--- src/design/dram_timing_pkg.sv ---
// Shared constants and types for the DRAM timing ends
package dram_timing_pkg;
	localparam int CLK_PERIOD_PS = 10000;
	localparam int PRECHARGE_PS = 15000;
	localparam int PRECHARGE_CYC = (PRECHARGE_PS + CLK_PERIOD_PS - 1) / CLK_PERIOD_PS;
	localparam int WRITE_TO_READ_CYC = 2;
	localparam int CKE_REG_CYC = 3;
	localparam int PD_EXIT_CYC = 2;
	localparam int ODT_ON_FAST_CYC = 2;
	localparam int ODT_ON_SLOW_PS = 10000;
	localparam int ODT_ON_SLOW_CYC = (ODT_ON_SLOW_PS + CLK_PERIOD_PS - 1) / CLK_PERIOD_PS;
	localparam int ODT_OFF_FAST_HALF = 5;
	localparam int ODT_OFF_SLOW_HALF = 5;
	localparam int ODT_OFF_FAST_CYC = (ODT_OFF_FAST_HALF + 1) / 2;
	localparam int ODT_OFF_SLOW_CYC = (ODT_OFF_SLOW_HALF + 1) / 2;
	localparam int STROBE_SEL_BIT = 10;
	localparam int MODE_W = 13;
	localparam int WR_W = 3;
	localparam int CNT_W = 4;
	localparam logic [CNT_W-1:0] CNT_ZERO = 4'h0;
	localparam logic [CNT_W-1:0] CNT_ONE = 4'h1;
	typedef enum logic [2:0] {
		CMD_NOP,
		CMD_ACT,
		CMD_WRITE_AP,
		CMD_WRITE,
		CMD_READ,
		CMD_PD_EXIT,
		CMD_MODE
	} cmd_t;
endpackage : dram_timing_pkg

--- src/design/dram_timing_if.sv ---
// Command link between controller and device ends
interface dram_timing_if;
	import dram_timing_pkg::*;
	logic cmd_valid;
	cmd_t cmd;
	logic [12:0] mode_word;
	logic wdata_last;
	logic cke;
	logic odt;
	logic fast_grade;
	logic freq_change;
	logic wdata_bad;
	logic cmd_error;
	logic odt_on;
	logic strobe_diff;
	modport ctrl (output cmd_valid, cmd, mode_word, wdata_last, cke, odt, fast_grade,
		freq_change, wdata_bad, input cmd_error, odt_on, strobe_diff);
	modport dev (input cmd_valid, cmd, mode_word, wdata_last, cke, odt, fast_grade,
		freq_change, wdata_bad, output cmd_error, odt_on, strobe_diff);
endinterface : dram_timing_if

--- src/design/dram_device_end.sv ---
// Device end: timing checks, termination delay and strobe mode
// Notes on behaviour
// - Write autoprecharge to activate: WR plus tRP cycles
// - Clock change only in self-refresh or power-down
// - Fast grade termination on two cycles later
// - Slow grade termination on ten ns later
// - Fast grade termination off after two-and-half cycles
// - Slow grade termination off after two-and-half cycles
// - Mode bit ten selects strobe style
// - Wait two cycles after write before read
// - Clock enable held three edges
// - Bad write data rewritten before valid read
// - Nanosecond limits rounded up to cycles
// - Activate allowed two edges after power-down exit
module dram_device_end
	import dram_timing_pkg::*;
(
	input wire logic ref_clk,
	input wire logic sys_rst,
	input wire logic clk_en,
	dram_timing_if.dev link,
	output logic [WR_W-1:0] write_recovery,
	output logic data_suspect
);
	typedef struct packed {
		logic [CNT_W-1:0] act_cnt;
		logic [CNT_W-1:0] rd_cnt;
		logic [CNT_W-1:0] cke_cnt;
		logic [CNT_W-1:0] on_cnt;
		logic [CNT_W-1:0] off_cnt;
		logic cke_prev;
		logic odt_prev;
		logic powered_down;
		logic odt_on;
		logic strobe_diff;
		logic cmd_error;
		logic [WR_W-1:0] wr;
		logic suspect;
	} dev_state_t;
	dev_state_t st_reg, st_next;
	logic [CNT_W-1:0] on_delay, off_delay;

	always_comb begin
		on_delay = link.fast_grade ? CNT_W'(ODT_ON_FAST_CYC) : CNT_W'(ODT_ON_SLOW_CYC);
		off_delay = link.fast_grade ? CNT_W'(ODT_OFF_FAST_CYC) : CNT_W'(ODT_OFF_SLOW_CYC);
		st_next = st_reg;
		st_next.cmd_error = 1'b0;
		if (st_reg.act_cnt != CNT_ZERO) st_next.act_cnt = st_reg.act_cnt - CNT_ONE;
		if (st_reg.rd_cnt != CNT_ZERO) st_next.rd_cnt = st_reg.rd_cnt - CNT_ONE;
		if (st_reg.cke_cnt != CNT_ZERO) st_next.cke_cnt = st_reg.cke_cnt - CNT_ONE;
		// CKE registration window
		st_next.cke_prev = link.cke;
		if (link.cke != st_reg.cke_prev) begin
			if (st_reg.cke_cnt != CNT_ZERO) st_next.cmd_error = 1'b1;
			st_next.cke_cnt = CNT_W'(CKE_REG_CYC - 1);
			st_next.powered_down = ~link.cke;
		end
		if (link.freq_change && !st_reg.powered_down) st_next.cmd_error = 1'b1;
		if (link.wdata_bad) st_next.suspect = 1'b1;
		if (link.wdata_last) st_next.rd_cnt = CNT_W'(WRITE_TO_READ_CYC);
		if (link.cmd_valid) begin
			unique case (link.cmd)
				CMD_NOP: ;
				CMD_ACT: if (st_reg.act_cnt != CNT_ZERO) st_next.cmd_error = 1'b1;
				CMD_WRITE_AP: begin
					st_next.act_cnt = CNT_W'(st_reg.wr) + CNT_W'(PRECHARGE_CYC);
					st_next.suspect = link.wdata_bad;
				end
				CMD_WRITE: st_next.suspect = link.wdata_bad;
				CMD_READ: if (st_reg.rd_cnt != CNT_ZERO) st_next.cmd_error = 1'b1;
				CMD_PD_EXIT: st_next.act_cnt = CNT_W'(PD_EXIT_CYC);
				CMD_MODE: begin
					st_next.strobe_diff = ~link.mode_word[STROBE_SEL_BIT];
					st_next.wr = link.mode_word[WR_W-1:0];
				end
			endcase
		end
		// Termination delays
		st_next.odt_prev = link.odt;
		if (link.odt && !st_reg.odt_prev) st_next.on_cnt = on_delay;
		else if (st_reg.on_cnt != CNT_ZERO) begin
			st_next.on_cnt = st_reg.on_cnt - CNT_ONE;
			if (st_reg.on_cnt == CNT_ONE) st_next.odt_on = 1'b1;
		end
		if (!link.odt && st_reg.odt_prev) st_next.off_cnt = off_delay;
		else if (st_reg.off_cnt != CNT_ZERO) begin
			st_next.off_cnt = st_reg.off_cnt - CNT_ONE;
			if (st_reg.off_cnt == CNT_ONE) st_next.odt_on = 1'b0;
		end
	end

	always_ff @(posedge ref_clk) begin
		if (sys_rst) begin
			st_reg <= '0;
			st_reg.strobe_diff <= 1'b1;
		end else if (clk_en) begin
			st_reg <= st_next;
		end
	end

	assign link.odt_on = st_reg.odt_on;
	assign link.strobe_diff = st_reg.strobe_diff;
	assign link.cmd_error = st_reg.cmd_error;
	assign write_recovery = st_reg.wr;
	assign data_suspect = st_reg.suspect;
endmodule : dram_device_end

--- src/flat_wrapper.sv ---
// flat-port wrapper written by rule: the top's interface ports become plain ports
module dram_device_end_flat import dram_timing_pkg::*;
  (ref_clk, sys_rst, clk_en, write_recovery, data_suspect, link_cmd_valid, link_cmd, link_mode_word, link_wdata_last, link_cke, link_odt, link_fast_grade, link_freq_change, link_wdata_bad, link_cmd_error, link_odt_on, link_strobe_diff);
  dram_timing_if link_i ();
  input wire logic ref_clk;
  input wire logic sys_rst;
  input wire logic clk_en;
  output logic [WR_W-1:0] write_recovery;
  output logic data_suspect;
  input wire logic [$bits(link_i.cmd_valid)-1:0] link_cmd_valid;
  input wire logic [$bits(link_i.cmd)-1:0] link_cmd;
  input wire logic [$bits(link_i.mode_word)-1:0] link_mode_word;
  input wire logic [$bits(link_i.wdata_last)-1:0] link_wdata_last;
  input wire logic [$bits(link_i.cke)-1:0] link_cke;
  input wire logic [$bits(link_i.odt)-1:0] link_odt;
  input wire logic [$bits(link_i.fast_grade)-1:0] link_fast_grade;
  input wire logic [$bits(link_i.freq_change)-1:0] link_freq_change;
  input wire logic [$bits(link_i.wdata_bad)-1:0] link_wdata_bad;
  output wire logic [$bits(link_i.cmd_error)-1:0] link_cmd_error;
  output wire logic [$bits(link_i.odt_on)-1:0] link_odt_on;
  output wire logic [$bits(link_i.strobe_diff)-1:0] link_strobe_diff;
  assign link_i.cmd_valid = link_cmd_valid;
  assign link_i.cmd = link_cmd;
  assign link_i.mode_word = link_mode_word;
  assign link_i.wdata_last = link_wdata_last;
  assign link_i.cke = link_cke;
  assign link_i.odt = link_odt;
  assign link_i.fast_grade = link_fast_grade;
  assign link_i.freq_change = link_freq_change;
  assign link_i.wdata_bad = link_wdata_bad;
  assign link_cmd_error = link_i.cmd_error;
  assign link_odt_on = link_i.odt_on;
  assign link_strobe_diff = link_i.strobe_diff;
  dram_device_end u_core (.ref_clk(ref_clk), .sys_rst(sys_rst), .clk_en(clk_en), .link(link_i), .write_recovery(write_recovery), .data_suspect(data_suspect));
endmodule
--- config.mk ---
export PLATFORM = sky130hd
export DESIGN_NAME = dram_device_end_flat
export DESIGN_NICKNAME = d
export VERILOG_FILES = /design/src/design/dram_timing_pkg.sv /design/src/design/dram_timing_if.sv /design/src/design/dram_device_end.sv /design/src/flat_wrapper.sv
export SDC_FILE = /design/constraint.sdc
export NUM_CORES = 1
export LEC_CHECK = 0
export BUFFER_PORTS_ARGS = -buffer_cell sky130_fd_sc_hd__buf_4
export CAP_MARGIN = 10
export CORE_UTILIZATION = 38
export DETAILED_ROUTE_END_ITERATION = 8
export SLEW_MARGIN = 30
export SYNTH_ARGS = -nofsm -noshare
export SYNTH_HDL_FRONTEND = slang
export SYNTH_SLANG_ARGS = --single-unit
--- constraint.sdc ---
create_clock -name ref_clk -period 1.6 [get_ports ref_clk]
set_clock_uncertainty 0.15 [all_clocks]
set_input_delay 0.24 -clock ref_clk [delete_from_list [all_inputs] [get_ports ref_clk]]
set_output_delay 0.24 -clock ref_clk [all_outputs]
set_load 0.01 [all_outputs]
* After elaboration in Yosys (flattened, before gate mapping)
Index checks and enable logic that the tools add are counted.
** Word-level totals
- Output and inout port bits :: 7
- Bits in writable memories :: 0
- Input bits :: 26
- Memory bits (read-only) :: 0
- Latch bits :: 0
- Word-level logic and storage cells :: 80
- Memories kept :: 0
- Register bits after elaboration :: 30
** Cells by class
- Shift-type cells :: 0
- Eq/ne operators :: 9
- Add/sub/neg operators :: 6
- $mul :: 0
- Reductions and logical operators :: 22
- Muxes and demuxes :: 28
- Bitwise operators :: 2
- Magnitude comparators :: 0
- Div/mod/pow operators :: 0
** Operators by type and width (number)
- $mux W4 :: 10
- $reduce_bool A4 Y1 :: 5
- $sub A4 B1 Y4 const B :: 5
- $mux W1 :: 13
- $reduce_and A2 Y1 :: 5
- $eq A3 B3 Y1 const B :: 3
- $eq A4 B1 Y1 const B :: 2
- $pmux W4 S2 :: 1
- $reduce_bool A2 Y1 :: 4
- $eq A3 B2 Y1 const B :: 2
- $mux W5 :: 1
- $add A3 B2 Y4 const B :: 1
- $eq A3 B1 Y1 const B :: 1
- $logic_and A1 B1 Y1 :: 3
- $logic_not A1 Y1 :: 3
- $mux W3 :: 1
- $reduce_and A3 Y1 :: 1
- $mux W2 :: 1
- $not A1 Y1 :: 2
- $pmux W1 S2 :: 1
- $reduce_or A2 Y1 :: 1
- $ne A1 B1 Y1 :: 1

* Depth between registers and ports, before layout
Gate-level depths: netlist of the first run.
- Depth after elaboration :: 7
- Mapped depth :: 6
- Depth with buffers taken out :: 6

* Worst setup path after synthesis of the first run
Ideal clock, no wire load.
- Path type :: flip-flop to flip-flop
- From :: reg u_core.st_reg[14] (netlist bit)
- To :: reg u_core.st_reg[17] (netlist bit)
- Buffers on the path :: 0
- Clock period less this slack :: 1601 ps
- Arrival time :: 1365 ps
- Setup slack :: -1 ps
- Cell stages (with the launch flop) :: 7
- Required time :: 1364 ps
- Setup time :: 86 ps
- Cell sequence :: dfxtp_1 > inv_1 > ha_1 > inv_1 > o41a_1 > a21o_1 > a221oi_2
** Between the ends
- Longest elaborated chain between the ends :: 3
- Elaborated cells on any way between the ends :: 6
- Those cells by class :: add/sub: 1; mux: 2; reduce/logical: 3
** Ends and longest elaborated chain
- from (decl) :: line dram_device_end.sv:40 : dev_state_t st_reg, st_next;
- from (signal assigned) :: line dram_device_end.sv:97 : st_reg <= st_next;
- $sub A4 B1 Y4 / $reduce_bool A4 Y1 (equally long branches) :: line dram_device_end.sv:82, dram_device_end.sv:81
- $mux W4 / $reduce_bool A2 Y1 (equally long branches)
- $mux W4 / $reduce_and A2 Y1 (equally long branches)
Several ways; a longest one is shown, not always the timed one. The select of a mux whose other input is x is not followed.
A chain may end at the register's enable or synchronous reset.

* Final worst setup path of the first run
- From :: reg u_core.st_reg[18] (netlist bit)
- To :: reg u_core.st_reg[19] (netlist bit)
** Between the ends
- Longest elaborated chain between the ends :: 3
- Elaborated cells on any way between the ends :: 6
- Those cells by class :: add/sub: 1; mux: 2; reduce/logical: 3
** Ends and longest elaborated chain
- $sub A4 B1 Y4 / $reduce_bool A4 Y1 (equally long branches) :: line dram_device_end.sv:50 : if (st_reg.cke_cnt != CNT_ZERO) st_next.cke_cnt = st_reg.cke_cnt - CNT_ONE;
- $mux W4 / $reduce_bool A2 Y1 (equally long branches)
- $mux W4 / $reduce_and A2 Y1 (equally long branches)
Several ways; a longest one is shown, not always the timed one. The select of a mux whose other input is x is not followed.

==> run_summary.xml, run 1 <==
<?xml version="1.0" encoding="UTF-8"?>
<metrics>
  <group name="placed_design">
    <metric name="placed_area" unit="sq mm">0.00202</metric>
    <metric name="port_buffers" unit="">23</metric>
    <metric name="detail_placement_hpwl" unit="microns">2510</metric>
    <metric name="globalplace.congestion" unit="">0.781</metric>
  </group>
  <group name="sta">
    <metric name="timing.final.hold_violations" unit="">0</metric>
    <metric name="worst_slew_margin_rel" unit="%">76.0</metric>
    <metric name="period_utilization_post_route" unit="%">98.3</metric>
    <metric name="max_freq" unit="MHz">636</metric>
    <metric name="final.hold.worst_slack" unit="ns">0.0384</metric>
    <metric name="timing.final.crit_period" unit="ns">1.57</metric>
    <metric name="slew_violations" unit="">0</metric>
    <metric name="grt_setup_unrepaired" unit="">yes</metric>
    <metric name="worst-slew-pin-transition" unit="ns">0.356</metric>
    <metric name="timing.setup.tns" unit="ns">0</metric>
    <metric name="report.final.setup_viol" unit="">0</metric>
  </group>
  <group name="final_layout">
    <metric name="largest_register_ffs" unit="">23</metric>
    <metric name="finish.instance_area" unit="sq mm">0.00225</metric>
    <metric name="n_antenna_cell" unit="">0</metric>
    <metric name="mostFrequentLayoutCell" unit="">buf_4</metric>
    <metric name="layout.filler_cells" unit="">378</metric>
    <metric name="layout_common_cells" unit="">48 x buf_4, 25 x dfxtp_1, 18 x nor2_1</metric>
    <metric name="layout-drive-gt1-share" unit="%">36.2</metric>
    <metric name="layout-area-overhead-vs-synth" unit="%">35.9</metric>
    <metric name="num-nets-final" unit="">276</metric>
  </group>
  <group name="pwr">
    <metric name="p_leak" unit="nW">0.955</metric>
    <metric name="worst_vdd_rail_ir_drop" unit="V">0.000478</metric>
    <metric name="pwr_density_cell" unit="mW/mm^2">1010</metric>
    <metric name="report.power.total" unit="mW">2.28</metric>
  </group>
  <group name="logic_synthesis">
    <metric name="ys.warnings.count" unit="">0</metric>
    <metric name="syn-num-nets" unit="">230</metric>
    <metric name="synthTopCellsByArea" unit="">dfxtp_1 36%, ha_1 6.0%, mux2i_1 4.8%</metric>
    <metric name="post_synth_instance_area" unit="sq mm">0.00166</metric>
    <metric name="yosys.area.top_type" unit="">dfxtp_1</metric>
    <metric name="syn-instance-count" unit="">196</metric>
    <metric name="synth_seq_area_share" unit="%">36.3</metric>
    <metric name="post_synth_num_cell_types" unit="">47</metric>
    <metric name="syn-mean-instance-area" unit="sq um">8.45</metric>
    <metric name="yosys_register_bits" unit="">30</metric>
    <metric name="netlist.area_leader.share" unit="%">36.3</metric>
  </group>
  <group name="worst_setup_path">
    <metric name="r2r_startpoint" unit="">u_core.st_reg[18]</metric>
    <metric name="worst_setup_path_start_kind" unit="">register</metric>
    <metric name="r2r.worst_path.cells" unit="">5</metric>
    <metric name="critPathKind" unit="">reg2reg</metric>
    <metric name="critPathMaxStageDelay" unit="ns">0.39</metric>
    <metric name="worst_path_arrival" unit="ns">1.61</metric>
    <metric name="regToRegSetupSlack" unit="ns">0.03</metric>
    <metric name="setup.worst_path.end_class" unit="">register</metric>
    <metric name="cp_max_fo" unit="">3</metric>
    <metric name="crit_path_start" unit="">u_core.st_reg[18]</metric>
    <metric name="worstReg2RegEnd" unit="">u_core.st_reg[19]</metric>
    <metric name="crit_chain" unit="">inv_2 &gt; ha_4 &gt; or3b_4 &gt; nor3b_4 &gt; a221oi_1</metric>
    <metric name="timing.critical_path.slowest_stage_cell" unit="">or3b_4</metric>
    <metric name="critical_path_required" unit="ns">1.64</metric>
    <metric name="critPathCapture" unit="">u_core.st_reg[19]</metric>
  </group>
  <group name="worst_hold_path">
    <metric name="timing.hold.worst.class" unit="">in2reg</metric>
    <metric name="holdPathStages" unit="">3</metric>
  </group>
  <group name="detailed_routing">
    <metric name="vias_after_detailed_routing" unit="">1534</metric>
    <metric name="post_detailed_route_wirelength_per_cell" unit="microns">12.7</metric>
    <metric name="drt_pre_antenna_iters" unit="">4</metric>
    <metric name="drc_errors" unit="">0</metric>
    <metric name="viasPerCell" unit="">5.24</metric>
    <metric name="routed_wirelength" unit="microns">3720</metric>
    <metric name="detailedRoute.firstIterationViolations" unit="">62</metric>
    <metric name="ant_nets" unit="">0</metric>
  </group>
  <group name="grt">
    <metric name="grt_pass1_vias" unit="">1337</metric>
    <metric name="globalRoute.totalOverflow" unit="">0</metric>
    <metric name="grtUsageTotal" unit="%">16.7</metric>
    <metric name="initial_antenna_violation_count" unit="">0</metric>
    <metric name="grt_max_degree" unit="">33</metric>
    <metric name="grt_first_pass_wirelength" unit="microns">5610</metric>
  </group>
  <group name="outcome">
    <metric name="status" unit="">completed</metric>
  </group>
  <group name="floorplanning">
    <metric name="initial_utilization" unit="%">40.5</metric>
    <metric name="floorplan.die.width" unit="microns">68.0</metric>
    <metric name="die_h" unit="microns">68.0</metric>
    <metric name="std_cell_rows" unit="">23</metric>
    <metric name="dieArea" unit="sq mm">0.00463</metric>
    <metric name="io_pins" unit="">33</metric>
    <metric name="core" unit="sq mm">0.00409</metric>
  </group>
  <group name="cts">
    <metric name="htreeDepth" unit="">2</metric>
    <metric name="clock_tree_from_tritoncts" unit="">yes</metric>
    <metric name="numCtsBuffers" unit="">5</metric>
    <metric name="holdBufCountCts" unit="">0</metric>
    <metric name="clock_sinks" unit="">30</metric>
    <metric name="worst_setup_hold_path_clk_slew" unit="ns">0.06</metric>
    <metric name="cts.root.buffer_cell" unit="">clkbuf_8</metric>
    <metric name="skew_pair_late_insertion_delay" unit="ns">0.29</metric>
    <metric name="cts_max_path_buffers" unit="">2</metric>
  </group>
  <group name="run">
    <metric name="max_cap_viol_count" unit="">0</metric>
  </group>
</metrics>
==> critical path: cells and delay by family (launching register included) <==
kind            cells  cell delay [ns]
simple gates        2             0.55
flops               1             0.32
compound gates      1             0.25
fa+ha+maj           1             0.13
buf+inv             1             0.07
==> how the worst min path moves through the flow <==
| stage | startpoint | to |
|---|---|---|
| after global routing | link_mode_word[0] | u_core.write_recovery[0] |
| after detailed placement | u_core.link.strobe_diff | u_core.link.strobe_diff |
| after global placement | u_core.link.strobe_diff | u_core.link.strobe_diff |
| after CTS | link_mode_word[0] | u_core.write_recovery[0] |
| final | link_mode_word[0] | u_core.write_recovery[0] |
| after floorplan | link_mode_word[0] | u_core.write_recovery[0] |
==> logic make-up (layout without fill, tap and decap cells) <==
family / Yosys count / after routing / synth area share, %
flops: 30 / 30 / 36.3
xor+xnor: 1 / 1 / 0.529
fa+ha+maj: 8 / 8 / 6.04
buf+inv: 28 / 75 / 7.25
compound gates: 47 / 47 / 20.4
simple gates: 72 / 72 / 23.3
mux: 10 / 10 / 6.19
==> report_power, final <==
group          switching, mW  leakage [nW]  internal, mW
clock                  0.286        0.0482         0.346
combinational          0.344         0.659         0.409
sequential            0.0642         0.247         0.828
==> final cells by class <==
class | count | area [sq um] | area share (%)
well taps | 50 | 62.6 | 2.78
multi-input cells | 138 | 1040 | 46.4
clock buffers | 7 | 86.3 | 3.84
clock inverters | 1 | 5.00 | 0.222
inverters | 17 | 63.8 | 2.83
repair buffers | 50 | 383 | 17.0
flip-flops and latches | 30 | 607 | 27.0
==> stage by stage <==
| stage | utilization, % | setup slack [ns] | instances |
|---|---|---|---|
| final | 55.1 | 0.0271 | 293 |
| after CTS | 51.7 | 0.00546 | 290 |
| after global routing | 55.1 | -0.0241 | 293 |
| after floorplan | - | 0.0520 | 196 |
| after detailed placement | 49.3 | -0.0407 | 282 |
| after global placement | 49.3 | -0.0478 | 282 |
==> Yosys cell counts, drive strengths merged <==
cell type,number
a211o,1
a211oi,6
a21o,2
a21oi,11
a221oi,7
a22oi,2
a311oi,2
a31oi,2
a41oi,1
and3,3
and4bb,1
buf,7
clkbuf,4
dfxtp,30
ha,8
inv,17
mux2,2
mux2i,8
nand2,16
nand2b,4
nand3,3
nand3b,1
nand4b,1
nor2,18
nor2b,4
nor3,12
nor3b,3
nor4,1
nor4b,1
o21ai,9
o22ai,3
o41a,1
or2,1
or3,1
or3b,1
or4b,1
xor2,1
==> repair_timing <==
item,4_1_cts,5_1_grt
endpoints found under the hold margin,0,0
pin swaps,0,6
resized for setup,2,30
buffers inserted,0,3
endpoints found under the setup margin,5,7
==> layer usage <==
layer	part of all wire (%)	up-vias	GRT usage [%]
met5	0	-	0
met4	1.8	0	7.81
met3	4.7	7	6.00
met2	46	32	27.0
met1	47	703	19.5
li1	-	792	-
No activity file was read; power rests on OpenSTA's default activity.
==> run 2, diff against run 1 <==
--- a/config.mk
+++ b/config.mk
@@ -7,7 +7,7 @@
 export LEC_CHECK = 0
 export BUFFER_PORTS_ARGS = -buffer_cell sky130_fd_sc_hd__buf_4
 export CAP_MARGIN = 10
-export CORE_UTILIZATION = 38
+export CORE_UTILIZATION = 29
 export DETAILED_ROUTE_END_ITERATION = 8
 export SLEW_MARGIN = 30
 export SYNTH_ARGS = -nofsm -noshare
==> run_summary.xml, run 2 (synthesis results as in run 1) <==
<?xml version="1.0" encoding="UTF-8"?>
<metrics>
  <group name="final_layout">
    <metric name="layout-area-overhead-vs-synth" unit="%">33.9</metric>
    <metric name="post-route-util" unit="%">40.3</metric>
    <metric name="n_antenna_cell" unit="">0</metric>
    <metric name="num-nets-final" unit="">271</metric>
    <metric name="layout-drive-gt1-share" unit="%">35.3</metric>
    <metric name="largest_register_ffs" unit="">23</metric>
    <metric name="mostFrequentLayoutCell" unit="">buf_4</metric>
    <metric name="layout_common_cells" unit="">45 x buf_4, 26 x dfxtp_1, 18 x nor2_1</metric>
  </group>
  <group name="pwr">
    <metric name="pwr_density_cell" unit="mW/mm^2">1010</metric>
    <metric name="worst_vdd_rail_ir_drop" unit="V">0.000569</metric>
    <metric name="p_leak" unit="nW">0.923</metric>
  </group>
  <group name="placed_design">
    <metric name="port_buffers" unit="">23</metric>
    <metric name="globalplace.congestion" unit="">0.755</metric>
    <metric name="detail_placement_hpwl" unit="microns">2550</metric>
  </group>
  <group name="sta">
    <metric name="timing.final.crit_period" unit="ns">1.59</metric>
    <metric name="grt_setup_unrepaired" unit="">yes</metric>
    <metric name="timing.final.hold_violations" unit="">0</metric>
    <metric name="slew_violations" unit="">0</metric>
    <metric name="max_freq" unit="MHz">630</metric>
    <metric name="timing.setup.tns" unit="ns">0</metric>
    <metric name="worst_slew_margin_rel" unit="%">72.6</metric>
    <metric name="worst-slew-pin-transition" unit="ns">0.411</metric>
    <metric name="period_utilization_post_route" unit="%">99.2</metric>
    <metric name="report.final.setup_viol" unit="">0</metric>
  </group>
  <group name="cts">
    <metric name="clock_sinks" unit="">30</metric>
    <metric name="skew_pair_late_insertion_delay" unit="ns">0.29</metric>
    <metric name="numCtsBuffers" unit="">5</metric>
    <metric name="htreeDepth" unit="">2</metric>
    <metric name="cts_max_path_buffers" unit="">2</metric>
    <metric name="cts.root.buffer_cell" unit="">clkbuf_8</metric>
    <metric name="clock_tree_from_tritoncts" unit="">yes</metric>
    <metric name="worst_setup_hold_path_clk_slew" unit="ns">0.07</metric>
  </group>
  <group name="grt">
    <metric name="globalRoute.totalOverflow" unit="">0</metric>
    <metric name="grt_first_pass_wirelength" unit="microns">6180</metric>
    <metric name="initial_antenna_violation_count" unit="">0</metric>
    <metric name="grt_pass1_vias" unit="">1441</metric>
    <metric name="grtUsageTotal" unit="%">13.0</metric>
    <metric name="grt_max_degree" unit="">25</metric>
  </group>
  <group name="worst_setup_path">
    <metric name="critical_path_required" unit="ns">1.62</metric>
    <metric name="worst_setup_path_start_kind" unit="">register</metric>
    <metric name="cp_max_fo" unit="">3</metric>
    <metric name="critical_path.top_delay_family" unit="">simple AND/OR/NAND/NOR gates</metric>
    <metric name="critPathKind" unit="">reg2reg</metric>
    <metric name="worst_path_arrival" unit="ns">1.60</metric>
    <metric name="timing.critical_path.buf_inv" unit="">1</metric>
    <metric name="crit_chain" unit="">inv_2 &gt; ha_4 &gt; or3b_4 &gt; a221oi_1 &gt; nor3_1</metric>
    <metric name="setup.worst_path.end_class" unit="">register</metric>
    <metric name="timing.critical_path.slowest_stage_cell" unit="">or3b_4</metric>
    <metric name="critPathMaxStageDelay" unit="ns">0.40</metric>
  </group>
  <group name="floorplanning">
    <metric name="initial_utilization" unit="%">30.1</metric>
    <metric name="std_cell_rows" unit="">27</metric>
    <metric name="dieArea" unit="sq mm">0.00602</metric>
    <metric name="die_h" unit="microns">77.6</metric>
    <metric name="floorplan.die.width" unit="microns">77.6</metric>
    <metric name="io_pins" unit="">33</metric>
    <metric name="core" unit="sq mm">0.00551</metric>
  </group>
  <group name="detailed_routing">
    <metric name="ant_nets" unit="">0</metric>
    <metric name="drt_pre_antenna_iters" unit="">4</metric>
    <metric name="viasPerCell" unit="">4.90</metric>
    <metric name="detailedRoute.firstIterationViolations" unit="">35</metric>
    <metric name="drc_errors" unit="">0</metric>
    <metric name="vias_after_detailed_routing" unit="">1518</metric>
    <metric name="routed_wirelength" unit="microns">3690</metric>
    <metric name="post_detailed_route_wirelength_per_cell" unit="microns">11.9</metric>
  </group>
  <group name="run">
    <metric name="max_cap_viol_count" unit="">0</metric>
  </group>
  <group name="outcome">
    <metric name="status" unit="">completed</metric>
  </group>
  <group name="worst_hold_path">
    <metric name="timing.hold.worst.class" unit="">in2reg</metric>
  </group>
</metrics>
## run 2: worst paths after layout
kind	slack [ns]	to	start	cells past startpoint
setup / recovery	0.01	u_core.link.cmd_error	u_core.st_reg[19]	5
hold / removal	0.03	u_core.write_recovery[0]	link_mode_word[0]	3
setup reg to reg	0.01	u_core.link.cmd_error	u_core.st_reg[19]	5
hold reg to reg	0.32	u_core.link.strobe_diff	u_core.link.strobe_diff	1
## run 2: timing repair
| item | in CTS | in global routing |
|---|---|---|
| setup endpoints to repair | 3 | 12 |
| gates cloned | 0 | 0 |
| hold buffers | 0 | 0 |
| gates resized for setup | 3 | 24 |
| pin swaps | 0 | 7 |
| buffers inserted | 0 | 3 |
## run 2: worst reg2reg max path: stages (launching register included)
cell and delay [ns]:
dfxtp_1 0.32, inv_2 0.08, ha_4 0.13, or3b_4 0.40, a221oi_1 0.31, nor3_1 0.08
## run 2: stage by stage
step | instance area, sq um | cells | power [mW] | hold WS (ns) | setup WS, ns
after floorplan | 1660 | 196 | 1.30 | 0.234 | 0.0520
after global placement | 2010 | 299 | 1.51 | 0.309 | 0.00540
after detailed placement | 2010 | 299 | 1.52 | 0.309 | -0.0198
after CTS | 2110 | 307 | 2.18 | 0.0230 | -0.00416
after global routing | 2220 | 310 | 2.40 | 0.0341 | -0.0479
final | 2220 | 310 | 2.24 | 0.0301 | 0.0123
## run 2: final cells by class
type	instances	area [sq um]
fill	555	3290
tap	72	90.1
clock buffer	6	82.6
multi-input combinational	138	1030
inverter	17	63.8
clock inverter	2	12.5
timing repair buffer	45	338
sequential	30	606
## run 2: per-layer routing
layer	wire length, microns	part of all wire [%]	vias to the layer above	track usage, %
li1	-	-	781	-
met1	1720	47	699	16.0
met5	0	0	-	0
met2	1720	47	32	20.2
met3	192	5.2	6	5.06
met4	53	1.4	0	5.47
## run 2: power by group
group | switching (mW) | internal (mW)
Clock | 0.305 | 0.345
Combinational | 0.323 | 0.373
Sequential | 0.0689 | 0.828
Total | 0.697 | 1.55
